$ cat config.mk
export PLATFORM = sky130hd
export DESIGN_NAME = hssp_port
export DESIGN_NICKNAME = d
export VERILOG_FILES = /design/src/hssp_pkg.sv /design/src/hssp_fifo.sv /design/src/hssp_port.sv
export SDC_FILE = /design/constraint.sdc
export NUM_CORES = 1
export LEC_CHECK = 0
export BUFFER_PORTS_ARGS = -buffer_cell sky130_fd_sc_hd__buf_2
export CAP_MARGIN = 10
export CORE_AREA = 2 2 195 389
export DETAILED_ROUTE_END_ITERATION = 7
export DIE_AREA = 0 0 197 391
export MAX_ROUTING_LAYER = met4
export PLACE_DENSITY_LB_ADDON = 0.3
export SYNTH_ARGS = -nofsm -noshare
export SYNTH_HDL_FRONTEND = slang
export SYNTH_SLANG_ARGS = --single-unit
$ cat constraint.sdc
create_clock -name mclk -period 7.3 [get_ports mclk]
set_input_delay 0.365 -clock mclk [delete_from_list [all_inputs] [get_ports mclk]]
set_output_delay 0.365 -clock mclk [all_outputs]
set_load 0.005 [all_outputs]
$ cat src/hssp_pkg.sv
// Package for the host serial slave port: frame layout, address, timing.
// Assumes a single 250 MHz system clock; serial pins are asynchronous.
package hssp_pkg;
  localparam int unsigned HSSP_BYTE_BITS = 8;          // Bits per byte
  localparam int unsigned HSSP_ADDR_BITS = 7;          // Register address width
  localparam int unsigned HSSP_HDR_RW_POS = 7;         // Direction bit in header
  localparam logic HSSP_DIR_READ = 1'b1;               // Header read code
  localparam logic HSSP_DIR_WRITE = 1'b0;              // Header write code
  localparam logic [5:0] HSSP_I2C_ADDR_HI = 6'h34;     // Upper six address bits, 110100
  localparam int unsigned HSSP_FIFO_DEPTH = 32;        // Receive buffer depth
  localparam int unsigned HSSP_FIFO_WIDTH = 15;        // Address plus data
  localparam int unsigned HSSP_I2C_PROG_MAX = 30;      // Advisory program length
  localparam int unsigned HSSP_SYNC_STAGES = 2;        // Pin synchroniser depth
  localparam int unsigned HSSP_CLK_MHZ = 250;          // System clock rate
  localparam int unsigned HSSP_SCLK_MAX_KHZ = 6400;    // Fastest serial clock
  // Least system cycles per serial clock period, rounded down
  localparam int unsigned HSSP_SCLK_MIN_CYC = (HSSP_CLK_MHZ * 1000) / HSSP_SCLK_MAX_KHZ;
  typedef enum logic [1:0] {
    HSSP_I2C_IDLE = 2'b00,
    HSSP_I2C_ADDR = 2'b01,
    HSSP_I2C_WR = 2'b10,
    HSSP_I2C_RD = 2'b11
  } hssp_i2c_state_t;
endpackage

$ cat src/hssp_fifo.sv
// Synchronous FIFO with valid/ready on both sides.
// Assumes both sides on mclk; depth is a power of two.
module hssp_fifo #(
  parameter int unsigned WIDTH = 8,
  parameter int unsigned DEPTH = 32
) (
  input wire logic mclk,
  input wire logic reset_n,
  input wire logic [WIDTH-1:0] in_data,
  input wire logic in_valid,
  output logic in_ready,
  output logic [WIDTH-1:0] out_data,
  output logic out_valid,
  input wire logic out_ready
);
  localparam int unsigned AW = $clog2(DEPTH);
  logic [WIDTH-1:0] mem [DEPTH];   // Storage
  logic [AW:0] wr_ptr;             // Write pointer with wrap bit
  logic [AW:0] rd_ptr;             // Read pointer with wrap bit
  logic push;
  logic pop;

  // Full when pointers differ only by wrap bit
  assign in_ready = (wr_ptr ^ rd_ptr) != {1'b1, {AW{1'b0}}};
  assign out_valid = wr_ptr != rd_ptr;
  assign out_data = mem[rd_ptr[AW-1:0]];
  assign push = in_valid && in_ready;
  assign pop = out_valid && out_ready;

  // Storage write
  always_ff @(posedge mclk) begin
    if (push) begin
      mem[wr_ptr[AW-1:0]] <= in_data;
    end
  end

  // Pointer update
  always_ff @(posedge mclk or negedge reset_n) begin
    if (!reset_n) begin
      wr_ptr <= '0;
      rd_ptr <= '0;
    end else begin
      if (push) begin
        wr_ptr <= wr_ptr + 1'b1;
      end
      if (pop) begin
        rd_ptr <= rd_ptr + 1'b1;
      end
    end
  end
endmodule // hssp_fifo

$ cat src/hssp_port.sv
// Host serial slave port: SPI four-wire slave and I2C slave front end.
// Assumes pins come from the host asynchronously; register file sits outside.

module hssp_port
  import hssp_pkg::*;
(
  input wire logic mclk,
  input wire logic reset_n,
  input wire logic i2c_mode,
  input wire logic chip_select_n,
  input wire logic sclk_in,
  input wire logic sdi_in,
  output logic sdi_out,
  output logic sdi_oe_n,
  output logic scl_out,
  output logic scl_oe_n,
  output logic sdo_out,
  output logic sdo_oe_n,
  input wire logic addr_select_pin,
  output logic [HSSP_ADDR_BITS-1:0] wr_addr,
  output logic [HSSP_BYTE_BITS-1:0] wr_data,
  output logic wr_valid,
  input wire logic wr_ready,
  output logic [HSSP_ADDR_BITS-1:0] rd_addr,
  output logic rd_req,
  input wire logic [HSSP_BYTE_BITS-1:0] rd_data,
  output logic busy
);
  // Synchronisers for asynchronous pins
  logic [HSSP_SYNC_STAGES-1:0] cs_sync;
  logic [HSSP_SYNC_STAGES-1:0] clk_sync;
  logic [HSSP_SYNC_STAGES-1:0] dat_sync;
  logic [HSSP_SYNC_STAGES-1:0] sel_sync;
  logic cs_q;                               // Previous synced select
  logic clk_q;                              // Previous synced clock
  logic dat_q;                              // Previous synced data
  logic cs_s;
  logic clk_s;
  logic dat_s;
  logic clk_rise;
  logic clk_fall;
  logic cs_fall;
  logic spi_sel;
  // SPI shifter state
  logic [2:0] bit_cnt;                      // Bit within byte
  logic hdr_done;                           // Header received
  logic dir_read;                           // Latched direction
  logic [HSSP_ADDR_BITS-1:0] cur_addr;      // Running register address
  logic [HSSP_BYTE_BITS-1:0] rx_shift;      // Receive shifter
  logic [HSSP_BYTE_BITS-1:0] tx_shift;      // Transmit shifter
  logic tx_bit;                             // Output bit register
  logic sdo_en;                             // Output enabled from first read fall
  // I2C state
  hssp_i2c_state_t i2c_state;
  logic [3:0] i2c_bit;                      // Bit count 0..8, 8 is ack slot
  logic [HSSP_BYTE_BITS-1:0] i2c_shift;
  logic i2c_sda_low;                        // Device pulls data low
  logic i2c_first;                          // Next write byte is address
  logic i2c_ack_nack;                       // Master left ack high
  logic i2c_start;
  logic i2c_stop;
  logic stretch;
  logic addr_lsb;                           // Strap, resampled every cycle
  // Buffer between shifter and register file
  logic fifo_in_valid;
  logic fifo_in_ready;
  logic [HSSP_FIFO_WIDTH-1:0] fifo_in_data;
  logic [HSSP_FIFO_WIDTH-1:0] fifo_out_data;
  logic byte_done;
  logic [HSSP_BYTE_BITS-1:0] next_byte;

  // Two-flop synchronisers; first stage feeds only the second
  always_ff @(posedge mclk or negedge reset_n) begin
    if (!reset_n) begin
      cs_sync <= '1;
      clk_sync <= '1;
      dat_sync <= '1;
      sel_sync <= '0;
    end else begin
      cs_sync <= {cs_sync[0], chip_select_n};
      clk_sync <= {clk_sync[0], sclk_in};
      dat_sync <= {dat_sync[0], sdi_in};
      sel_sync <= {sel_sync[0], addr_select_pin};
    end
  end

  assign cs_s = cs_sync[1];
  assign clk_s = clk_sync[1];
  assign dat_s = dat_sync[1];

  // Delayed copies for edge finding
  always_ff @(posedge mclk or negedge reset_n) begin
    if (!reset_n) begin
      cs_q <= 1'b1;
      clk_q <= 1'b1;
      dat_q <= 1'b1;
    end else begin
      cs_q <= cs_s;
      clk_q <= clk_s;
      dat_q <= dat_s;
    end
  end

  assign spi_sel = !i2c_mode && !cs_s;
  assign cs_fall = cs_q && !cs_s;
  assign clk_rise = !clk_q && clk_s;
  assign clk_fall = clk_q && !clk_s;
  assign i2c_start = i2c_mode && clk_s && clk_q && dat_q && !dat_s;
  assign i2c_stop = i2c_mode && clk_s && clk_q && !dat_q && dat_s;
  assign busy = spi_sel || (i2c_state != HSSP_I2C_IDLE);

  // Address strap follows the synchronised pin on every clock after reset
  always_ff @(posedge mclk or negedge reset_n) begin
    if (!reset_n) begin
      addr_lsb <= 1'b0;
    end else begin
      addr_lsb <= sel_sync[1];
    end
  end

  // Byte completes on the eighth rising edge
  assign next_byte = i2c_mode ? {i2c_shift[6:0], dat_s} : {rx_shift[6:0], dat_s};
  assign byte_done = clk_rise && (i2c_mode ? (i2c_bit == 4'd7) : (bit_cnt == 3'd7));

  // SPI receive side; selection restarts header decode
  always_ff @(posedge mclk or negedge reset_n) begin
    if (!reset_n) begin
      bit_cnt <= '0;
      hdr_done <= 1'b0;
      dir_read <= HSSP_DIR_WRITE;
      cur_addr <= '0;
      rx_shift <= '0;
    end else if (!spi_sel || cs_fall) begin
      // Deselected activity ignored
      bit_cnt <= '0;
      hdr_done <= 1'b0;
    end else if (clk_rise) begin
      rx_shift <= next_byte;
      bit_cnt <= bit_cnt + 3'd1;
      if (bit_cnt == 3'd7) begin
        if (!hdr_done) begin
          hdr_done <= 1'b1;
          dir_read <= next_byte[HSSP_HDR_RW_POS];
          cur_addr <= next_byte[HSSP_ADDR_BITS-1:0];
        end else begin
          cur_addr <= cur_addr + 7'd1;
        end
      end
    end
  end

  // SPI transmit: load at byte start, shift on falling edge
  always_ff @(posedge mclk or negedge reset_n) begin
    if (!reset_n) begin
      tx_shift <= '0;
      tx_bit <= 1'b0;
      sdo_en <= 1'b0;
    end else if (!spi_sel) begin
      tx_bit <= 1'b0;
      sdo_en <= 1'b0;
    end else if (clk_fall && hdr_done && dir_read) begin
      // Enable only in the low phase so no edge shows with clock high
      sdo_en <= 1'b1;
      if (bit_cnt == 3'd0) begin
        tx_bit <= rd_data[HSSP_BYTE_BITS-1];
        tx_shift <= {rd_data[6:0], 1'b0};
      end else begin
        tx_bit <= tx_shift[HSSP_BYTE_BITS-1];
        tx_shift <= {tx_shift[6:0], 1'b0};
      end
    end
  end

  // Output driver released while deselected
  assign sdo_out = tx_bit;
  assign sdo_oe_n = !(spi_sel && sdo_en);

  // I2C slave state machine
  always_ff @(posedge mclk or negedge reset_n) begin
    if (!reset_n) begin
      i2c_state <= HSSP_I2C_IDLE;
      i2c_bit <= '0;
      i2c_shift <= '0;
      i2c_first <= 1'b0;
      i2c_ack_nack <= 1'b0;
    end else if (!i2c_mode || i2c_stop) begin
      i2c_state <= HSSP_I2C_IDLE;
      i2c_bit <= '0;
    end else if (i2c_start) begin
      i2c_state <= HSSP_I2C_ADDR;
      i2c_bit <= '0;
      i2c_first <= 1'b1;
    end else if (clk_rise && !stretch) begin
      if (i2c_bit == 4'd8) begin
        // Ninth clock: ack slot
        i2c_bit <= '0;
        i2c_ack_nack <= dat_s;
        if (i2c_state == HSSP_I2C_RD && dat_s) begin
          i2c_state <= HSSP_I2C_IDLE;
        end
      end else begin
        i2c_shift <= next_byte;
        i2c_bit <= i2c_bit + 4'd1;
        if (i2c_bit == 4'd7 && i2c_state == HSSP_I2C_ADDR) begin
          if (next_byte[7:1] == {HSSP_I2C_ADDR_HI, addr_lsb}) begin
            i2c_state <= next_byte[0] ? HSSP_I2C_RD : HSSP_I2C_WR;
          end else begin
            i2c_state <= HSSP_I2C_IDLE;
          end
        end else if (i2c_bit == 4'd7 && i2c_state == HSSP_I2C_WR) begin
          i2c_first <= 1'b0;
        end
      end
    end
  end

  // I2C data drive: ack in write state, data when sending; read address byte not acked
  always_ff @(posedge mclk or negedge reset_n) begin
    if (!reset_n) begin
      i2c_sda_low <= 1'b0;
    end else if (!i2c_mode || i2c_state == HSSP_I2C_IDLE) begin
      i2c_sda_low <= 1'b0;
    end else if (clk_fall) begin
      if (i2c_bit == 4'd8 && i2c_state != HSSP_I2C_RD) begin
        i2c_sda_low <= 1'b1;
      end else if (i2c_state == HSSP_I2C_RD && i2c_bit != 4'd8) begin
        i2c_sda_low <= !rd_data[3'd7 - i2c_bit[2:0]];
      end else begin
        i2c_sda_low <= 1'b0;
      end
    end
  end

  // Clock stretch while the buffer cannot take a byte
  always_ff @(posedge mclk or negedge reset_n) begin
    if (!reset_n) begin
      stretch <= 1'b0;
    end else begin
      stretch <= i2c_mode && (i2c_state == HSSP_I2C_WR) && !clk_s && !fifo_in_ready;
    end
  end

  // Open-drain pins: enable low means driving low
  // Slave only: never a driven high level, select is input only
  assign sdi_out = 1'b0;
  assign sdi_oe_n = !i2c_sda_low;
  assign scl_out = 1'b0;
  assign scl_oe_n = !stretch;

  // Register address for reads and the read strobe
  always_ff @(posedge mclk or negedge reset_n) begin
    if (!reset_n) begin
      rd_addr <= '0;
      rd_req <= 1'b0;
    end else begin
      rd_req <= spi_sel && hdr_done && dir_read && clk_fall && bit_cnt == 3'd0;
      rd_addr <= i2c_mode ? i2c_shift[HSSP_ADDR_BITS-1:0] : cur_addr;
    end
  end

  // Write bytes into the buffer; header or I2C address byte excluded
  assign fifo_in_valid = byte_done && ((spi_sel && hdr_done && !dir_read)
                         || (i2c_state == HSSP_I2C_WR && !i2c_first));
  assign fifo_in_data = {i2c_mode ? i2c_shift[HSSP_ADDR_BITS-1:0] : cur_addr, next_byte};

  hssp_fifo #(
    .WIDTH(HSSP_FIFO_WIDTH),
    .DEPTH(HSSP_FIFO_DEPTH)
  ) u_fifo (
    .mclk(mclk),
    .reset_n(reset_n),
    .in_data(fifo_in_data),
    .in_valid(fifo_in_valid),
    .in_ready(fifo_in_ready),
    .out_data(fifo_out_data),
    .out_valid(wr_valid),
    .out_ready(wr_ready)
  );

  assign wr_addr = fifo_out_data[HSSP_FIFO_WIDTH-1:HSSP_BYTE_BITS];
  assign wr_data = fifo_out_data[HSSP_BYTE_BITS-1:0];
endmodule // hssp_port

==> results of run 1 <==
==> routing by layer <==
layer / routed length [um] / track usage / vias up / part of all wire
met5: 0 / - / - / 0
met4: 1290 / 0.0409 / 0 / 0.024
met3: 3490 / 0.0283 / 76 / 0.065
met2: 25900 / 0.228 / 359 / 0.48
met1: 23000 / 0.190 / 5951 / 0.43
li1: - / - / 4988 / -
==> cells in the mapped netlist, types with 2 or more instances <==
cell type,number,area (sq um)
buf_6,4,45.0
xnor2_1,12,105
dfstp_2,9,236
o221ai_1,10,87.6
nand2_2,3,18.8
buf_2,30,150
a211oi_1,10,75.1
a22o_1,6,52.6
o2111ai_1,2,17.5
mux2_2,4,45.0
nor3_1,7,35.0
a21oi_1,31,155
ha_1,11,138
and3_1,8,50.1
dfrtp_1,67,1680
edfxtp_1,480,14400
a22oi_1,35,263
mux4_2,92,2070
o21a_1,3,22.5
mux2i_1,74,741
nor2b_1,5,31.3
o31a_1,4,35.0
xor2_1,7,61.3
nand2b_1,4,25.0
or3_1,5,31.3
o21ai_0,38,190
nand3b_1,6,45.0
nand2_1,51,191
buf_4,6,45.0
and2_1,3,18.8
a2111oi_2,2,30.0
a2111oi_0,6,52.6
or3b_2,3,26.3
nand3_1,13,65.1
nor2_1,60,225
inv_1,26,97.6
clkbuf_1,28,105
o22ai_1,19,119
==> sequential cells by signal, summed over array words and instances (netlist names), 2 cells and up <==
| register | count |
|---|---|
| u_fifo.wr_ptr | 6 |
| tx_shift | 7 |
| i2c_bit | 4 |
| cs_sync | 2 |
| i2c_state | 2 |
| rx_shift | 7 |
| sel_sync | 2 |
| u_fifo.rd_ptr | 6 |
| bit_cnt | 3 |
| u_fifo.mem | 480 |
| clk_sync | 2 |
| rd_addr | 7 |
| cur_addr | 7 |
| i2c_shift | 7 |
| dat_sync | 2 |
==> layout make-up <==
cell class	count	area [sq um]	area share
Clock inverter	37	390	0.0154
Clock buffer	60	1350	0.0533
Inverter	26	97.6	0.00385
Sequential cell	556	16300	0.645
Multi-Input combinational cell	557	5290	0.209
Tap cell	936	1170	0.0462
Timing Repair Buffer	103	693	0.0274
==> worst max-delay path by stage <==
| stage | start | to | slack (ns) | cells past startpoint |
|---|---|---|---|---|
| 2_1_floorplan | i2c_mode | u_fifo.mem[0][7] | 4.57 | 4 |
| 3_3_place_gp | u_fifo.rd_ptr[0] | wr_data[0] | 3.68 | 6 |
| 3_5_place_dp | u_fifo.rd_ptr[0] | wr_data[0] | 3.58 | 6 |
| 4_1_cts | u_fifo.rd_ptr[0] | wr_data[0] | 2.91 | 6 |
| 5_1_grt | u_fifo.rd_ptr[0] | wr_data[0] | 2.66 | 6 |
| 6_report | u_fifo.rd_ptr[0] | wr_data[0] | 3.02 | 6 |
==> metrics by stage <==
step                instance area [sq um]  worst slack, ns  hold slack (ns)
floorplan                           22000             4.57           0.0694
global placement                    23500             3.68            0.333
detailed placement                  23500             3.58            0.337
CTS                                 25300             2.91           0.0291
global route                        25300             2.66           0.0554
finish                              25300             3.02           0.0635
==> timing repair <==
action	CTS	global route
setup endpoints to repair	0	0
endpoints found under the hold margin	72	0
buffers inserted	0	0
hold buffers	6	0
==> cell families after synthesis <==
kind of cell	count (synthesis)	synth area share
other	1	0.000170
and+or+nand+nor	177	0.0384
muxes	170	0.130
xor gates and xnor gates	20	0.00830
buffers and inverters	95	0.0203
AOI/OAI and AO/OA	177	0.0555
adders and majority gates	11	0.00625
DFF	556	0.741
==> cells in the final DEF, fill, tap and decap left out, drive strengths merged, types with 13 or more instances in the layout <==
cell type	Yosys	routed
edfxtp	480	480
buf	41	97
mux4	92	92
mux2i	74	74
dfrtp	67	67
nor2	60	60
clkbuf	28	60
nand2	54	54
o21ai	38	38
a22oi	36	36
a21oi	31	31
inv	26	29
clkinv	0	23
o22ai	19	19
nand3	13	13
xnor2	13	13
==> worst max-delay path, cell delays in order, from the launching register on <==
cell and delay [ns]:
dfrtp_4 0.71, buf_12 0.54, nand2_1 0.87, o221ai_1 0.45
a21oi_1 0.07, a22oi_1 0.36, buf_2 0.19
==> where the power goes <==
part | switching (mW) | total, mW | leakage (nW) | internal, mW
clock network | 1.21 | 2.76 | 0.841 | 1.55
logic | 1.28 | 2.16 | 2.46 | 0.885
registers | 0.133 | 3.76 | 5.32 | 3.62
total | 2.61 | 8.68 | 8.62 | 6.06
==> results.md, run 1 <==
* Status: complete, no violations
* Root Buffer: clkbuf_16
* Critical path data arrival time at 3.91 ns
* Sequential area share after synthesis at 0.741
* Vias in the first global route at 11,500
* Max Clock Freq at 0.234 GHz
* DRC errors left at 0
* Pins Over Slew Limit at 0
* CP Capture Type: output pin
* Worst-path fanout max at 83
* H-tree depth at 2
* Max Cap Violations at 0
* First-pass GRT wire length at 78,600 um
* Final #Nets at 1,323
* WP data required at 6.93 ns
* Total gr overflow at 0
* Worst reg2reg setup slack at 3.83 ns
* Layout cells sized above 1 at 0.234
* Crit Path Class: flip-flop to output pin
* CTS tree: done
* Fin Setup TNS at 0 ns
* Worst slew pin tran at 1.13 ns
* Synth Instances at 1,207
* Tot GR Track Use at 0.144
* Via density at 5.00
* Hold Violations, Final at 0
* Iter 0 DRT Violations at 943
* Core Area at 74,300 sq um
* R2r worst-path depth at 8
* Post-synth EDFFs at 480
* HP Start: rd_data[1]
* Lkg Pwr at 8.62 nW
* Initial Util at 0.297
* Final Non-Filler Cells at 2,275
* Maximum vdd drop at 238 uV
* Power, Total at 8.68 mW
* Worst Hold Class: primary input to flip-flop
* Post-synthesis instance area at 22,000 sq um
* Sink Count at 556
* Synth warn at 0
* Setup Viol. Count Final at 0
* RR Endpoint: u_fifo.mem[8][3]
* Placed cell count at 2,172
* Slew HR at 0.244
* Area grow syn2layout at 15.0%
* Via count at 11,400
* Post-route ant nets at 0
* Top_reg_cell synth: edfxtp_1
* Final setup skew at 0.0508 ns
* Seq cells post-synth at 556
* Utilization after layout at 0.341
* Antenna violations before repair at 2
* Pre-antenna DRT Iters at 5
* CTS Buf Count at 52
* PD cells at 343 nW/um^2
* Port Buffer Count at 44
* Worst-Skew Late Latency at 0.63 ns
* Antenna Cells at 0
* Routability cong. at 0.764
* Largest net degree at the start of global routing at 84
* Clock buffer depth at 3
* Min cycle time layout at 4.28 ns
* Share of synthesized flip-flops with an asynchronous set or reset at 0.137
* Yosys cell types at 61
* WHS Path Cells at 3
* Num rows at 142
* # fillers at 7,060
* DP HPWL at 31,700 um
* CP startpoint kind: flip-flop
* # resized after CTS at 0
* Clock Pin Slew Worst Setup and Hold Paths at 0.06 ns
* Tcrit/Tclk final at 0.586
* DRT Wirelength at 53,700 um
* DIE HEIGHT at 391 um
* Wire per inst at 23.6 um
* Die area at 77,000 sq um
* Die width at 197 um
* Hold worst-path end: tx_shift[2]
* FF-to-FF Start: u_fifo.rd_ptr[2]
* Ports at 47
* RSZ-0062 raised after global routing: false
* Mapped Avg Cell Area at 18.2 sq um
Note: power is estimated with default switching activity, not from simulation.
==> inputs of run 2 (changes only) <==
--- a/config.mk
+++ b/config.mk
@@ -5,11 +5,12 @@
 export SDC_FILE = /design/constraint.sdc
 export NUM_CORES = 1
 export LEC_CHECK = 0
+export ABC_AREA = 1
 export BUFFER_PORTS_ARGS = -buffer_cell sky130_fd_sc_hd__buf_2
 export CAP_MARGIN = 10
-export CORE_AREA = 2 2 195 389
+export CORE_AREA = 2 2 202 402
 export DETAILED_ROUTE_END_ITERATION = 7
-export DIE_AREA = 0 0 197 391
+export DIE_AREA = 0 0 204 404
 export MAX_ROUTING_LAYER = met4
 export PLACE_DENSITY_LB_ADDON = 0.3
 export SYNTH_ARGS = -nofsm -noshare
==> constraint.sdc (replaced) <==
create_clock -name mclk -period 3.7 [get_ports mclk]
set_input_delay 0.185 -clock mclk [delete_from_list [all_inputs] [get_ports mclk]]
set_output_delay 0.185 -clock mclk [all_outputs]
set_load 0.005 [all_outputs]
==> results.md, run 2 <==
* Seq cells post-synth at 556 (unchanged)
* Final #Nets at 2,324 (+76%)
* Root Buffer: clkbuf_16
* Antenna Cells at 0 (unchanged)
* # resized after CTS at 0 (unchanged)
* Top delay family on crit path: buffers and inverters
* Pre-antenna DRT Iters at 5 (unchanged)
* Critical path data arrival time at 3.03 ns (-0.88 ns)
* Share of the synthesized area in the top cell type at 0.612 (-0.0430)
* Wire per inst at 19.0 um (-20%)
* Num rows at 146 (+2.8%)
* Top_reg_cell synth: edfxtp_1
* RSZ-0062 raised after global routing: false
* PD cells at 641 nW/um^2 (+87%)
* Post-synth EDFFs at 480 (unchanged)
* Post-route ant nets at 0 (unchanged)
* Total gr overflow at 0 (unchanged)
* Die area at 82,400 sq um (+7.0%)
* Clock power share at 0.290 (-0.028)
* Final WS setup at 0.482 ns (-2.54 ns)
* Worst reg2reg setup slack at 0.97 ns (-2.86 ns)
* Antenna violations before repair at 2 (unchanged)
* Largest net degree at the start of global routing at 166 (+98%)
* DRC errors left at 0 (unchanged)
* Area grow syn2layout at 14.7%
* Comb power frac at 0.295 (+0.046)
* Leading cell types in the layout, fill and taps excluded: nand2_1, edfxtp_1, nand3_1
* Reg area at 16,300 sq um (about the same)
* Yosys top cell by area: edfxtp_1
* Maximum vdd drop at 421 uV (+77%)
* Power, Total at 17.3 mW (+100%)
* Cell Chain, Critical Path: inv_6 -> buf_4 -> nand2_1 -> nand3_1 -> a21oi_1 -> nor2_1 -> nand2_1 -> nand2_1 -> inv_1 -> buf_2
* Yosys cell types at 31 (-49%)
* Setup Viol. Count Final at 0 (unchanged)
* Share of synthesized flip-flops with an asynchronous set or reset at 0.137 (unchanged)
* Routability cong. at 0.836 (+9.4%)
* Commonest non-fill, non-tap cell in the layout: nand2_1
* CTS tree: done
* Tot GR Track Use at 0.159 (+0.0148)
* Worst-path fanout max at 61 (-27%)
* Utilization after layout at 0.341 (about the same)
* CP Capture Type: output pin
* Clock Pin Slew Worst Setup and Hold Paths at 0.07 ns (about the same)
* Status: complete, no violations
* Top post-synthesis cells by count: nand2_1, edfxtp_1, nand3_1
* Net Sw Frac at 0.354 (+0.0524)
* H-tree depth at 2 (unchanged)
* Ports at 47 (unchanged)
* Crit-path slowest cell: dfrtp_4
* Mux share of post-synthesis cell area at 0 (-0.130)
* Post-route cell area at 27,000 sq um (+6.8%)
* Min cycle time layout at 3.22 ns
* Layout cells sized above 1 at 0.0997 (-0.134)
* Adder-Cell Fraction of Synth Area at 0.00584 (-0.000410)
* Synth Instances at 2,235 (+85%)
* Lkg Pwr at 10.5 nW (+22%)
* Switching power at 6.13 mW (+130%)
* Compound-Gate Fraction of Synth Area at 0.0376 (-0.0178)
* Largest family of logic cells by synthesized area: simple AND/OR/NAND/NOR gates
* Most used cell, CP: nand2_1
* First-pass GRT wire length at 96,300 um (+22%)
* Area occupied by multi-input gates at 6320 sq um (+20%)
* Max Cap Violations at 0 (unchanged)
* Worst-Skew Late Latency at 0.60 ns (-0.03 ns)
* Max reg flops at 480 (unchanged)
* Iter 0 DRT Violations at 1,080 (+15%)
* Post-synthesis instance area at 23,600 sq um (+7.0%)
* Die width at 204 um (+3.6%)
* Fin Setup TNS at 0 ns (unchanged)
* Tcrit/Tclk final at 0.870
* Largest cells by area after synthesis: edfxtp_1, nand2_1, dfrtp_1, nand3_1, nor2_1
* Top-count cell post-synth: nand2_1
* Final setup skew at 0.0307 ns (-0.0200 ns)
* Dpl ws at 0.864 ns (-2.72 ns)
* CP startpoint kind: flip-flop
* Sequential share of power at 0.415 (-0.018)
* DRT Wirelength at 64,000 um (+19%)
* Critical path's largest stage delay at 0.60 ns (-0.27 ns)
* WP data required at 3.51 ns (-3.42 ns)
* Sink Count at 556 (unchanged)
* Pins Over Slew Limit at 0 (unchanged)
* Worst Hold Class: primary input to flip-flop
* Post-Synth XOR/XNOR Area at 0.00743 (-0.000863)
* CTS Buf Count at 49 (-5.8%)
* Core Area at 79,300 sq um (+6.8%)
* Crit Path Class: flip-flop to output pin
* Max Clock Freq at 0.311 GHz
* Mapped Avg Cell Area at 10.5 sq um (-42%)
* Via count at 15,700 (+38%)
* Sequential area share after synthesis at 0.693 (-0.0487)
* Slew HR at 0.197 (-0.0473)
* Via density at 4.66 (-6.7%)
* Hold Violations, Final at 0 (unchanged)
* Initial Util at 0.297 (+0.000765)
* Placement Cell Area at 25,400 sq um (+7.9%)
* Clock buffer depth at 3 (unchanged)
* # fillers at 7,954 (+13%)
* Vias in the first global route at 15,500 (+36%)
* Port Buffer Count at 44 (unchanged)
* Worst slew pin tran at 1.20 ns (+0.0692 ns)
* Buf/Inv on CP at 4 (+2)
* Synth warn at 0 (unchanged)
* P_int at 11.2 mW (+85%)
* Simple-gate area share of the yosys netlist at 0.209 (+0.170)
* DIE HEIGHT at 404 um (+3.3%)
* DP HPWL at 40,200 um (+27%)
==> run 2: layer usage <==
metal	part of all wire	up-vias	track usage	wire, um
li1	-	7586	-	-
met1	0.38	7612	0.176	24600
met2	0.53	407	0.291	34200
met3	0.041	122	0.0151	2600
met4	0.041	0	0.0639	2610
met5	0	-	-	0
==> run 2: layout make-up <==
cell class,instances,area share
sequential,556,0.604
multi-input combinational,1404,0.234
clock buffer,62,0.0479
tap,1036,0.0479
timing repair buffer,122,0.0342
inverter,164,0.0230
clock inverter,29,0.00898
==> run 2: per-stage QoR <==
step	hold WS, ns	cells
after floorplan	-0.111	2236
after global placement	0.247	3270
after detailed placement	0.254	3270
after CTS	0.0154	3373
after global routing	0.0670	3373
final	0.0331	3373
==> run 2: path summary, 6_finish.rpt <==
path | from | to | cells past startpoint
min in group asynchronous | reset_n | addr_lsb | 2
hold / removal | rd_data[7] | sdo_out | 5
setup reg to reg | i2c_bit[0] | u_fifo.mem[23][1] | 9
setup / recovery | u_fifo.rd_ptr[0] | wr_addr[6] | 10
hold reg to reg | sel_sync[1] | addr_lsb | 0
max in group asynchronous | reset_n | cs_q | 3
==> run 2: worst min-delay path, cell delays in order <==
cell	delay, ns
buf_2	0.07
inv_1	0.04
nor2_1	0.10
a21oi_1	0.04
o21ai_0	0.14
==> run 2: cells by family (layout without fill, tap and decap cells) <==
family / count (synthesis) / count (layout)
other: 1 / 2
buffers and inverters: 276 / 377
AO/OA/AOI/OAI: 159 / 159
AND/OR/NAND/NOR: 1212 / 1212
adder cells (fa/ha/maj): 11 / 11
XOR/XNOR: 20 / 20
flip-flops: 556 / 556
==> run 2: power by group through the flow <==
| stage | Clock [mW] | Combinational (mW) | Sequential, mW |
|---|---|---|---|
| 6_report | 5.03 | 5.11 | 7.19 |
| 5_1_grt | 5.36 | 5.71 | 7.20 |
| 4_1_cts | 5.14 | 5.21 | 7.19 |
| 3_5_place_dp | 0 | 5.19 | 7.33 |
| 3_3_place_gp | 0 | 5.16 | 7.32 |
| 2_1_floorplan | 0 | 3.24 | 7.27 |
==> run 2: timing repair <==
action | in CTS | in global routing
endpoints found under the hold margin | 53 | 0
hold buffers | 12 | 0
setup buffers | 0 | 0
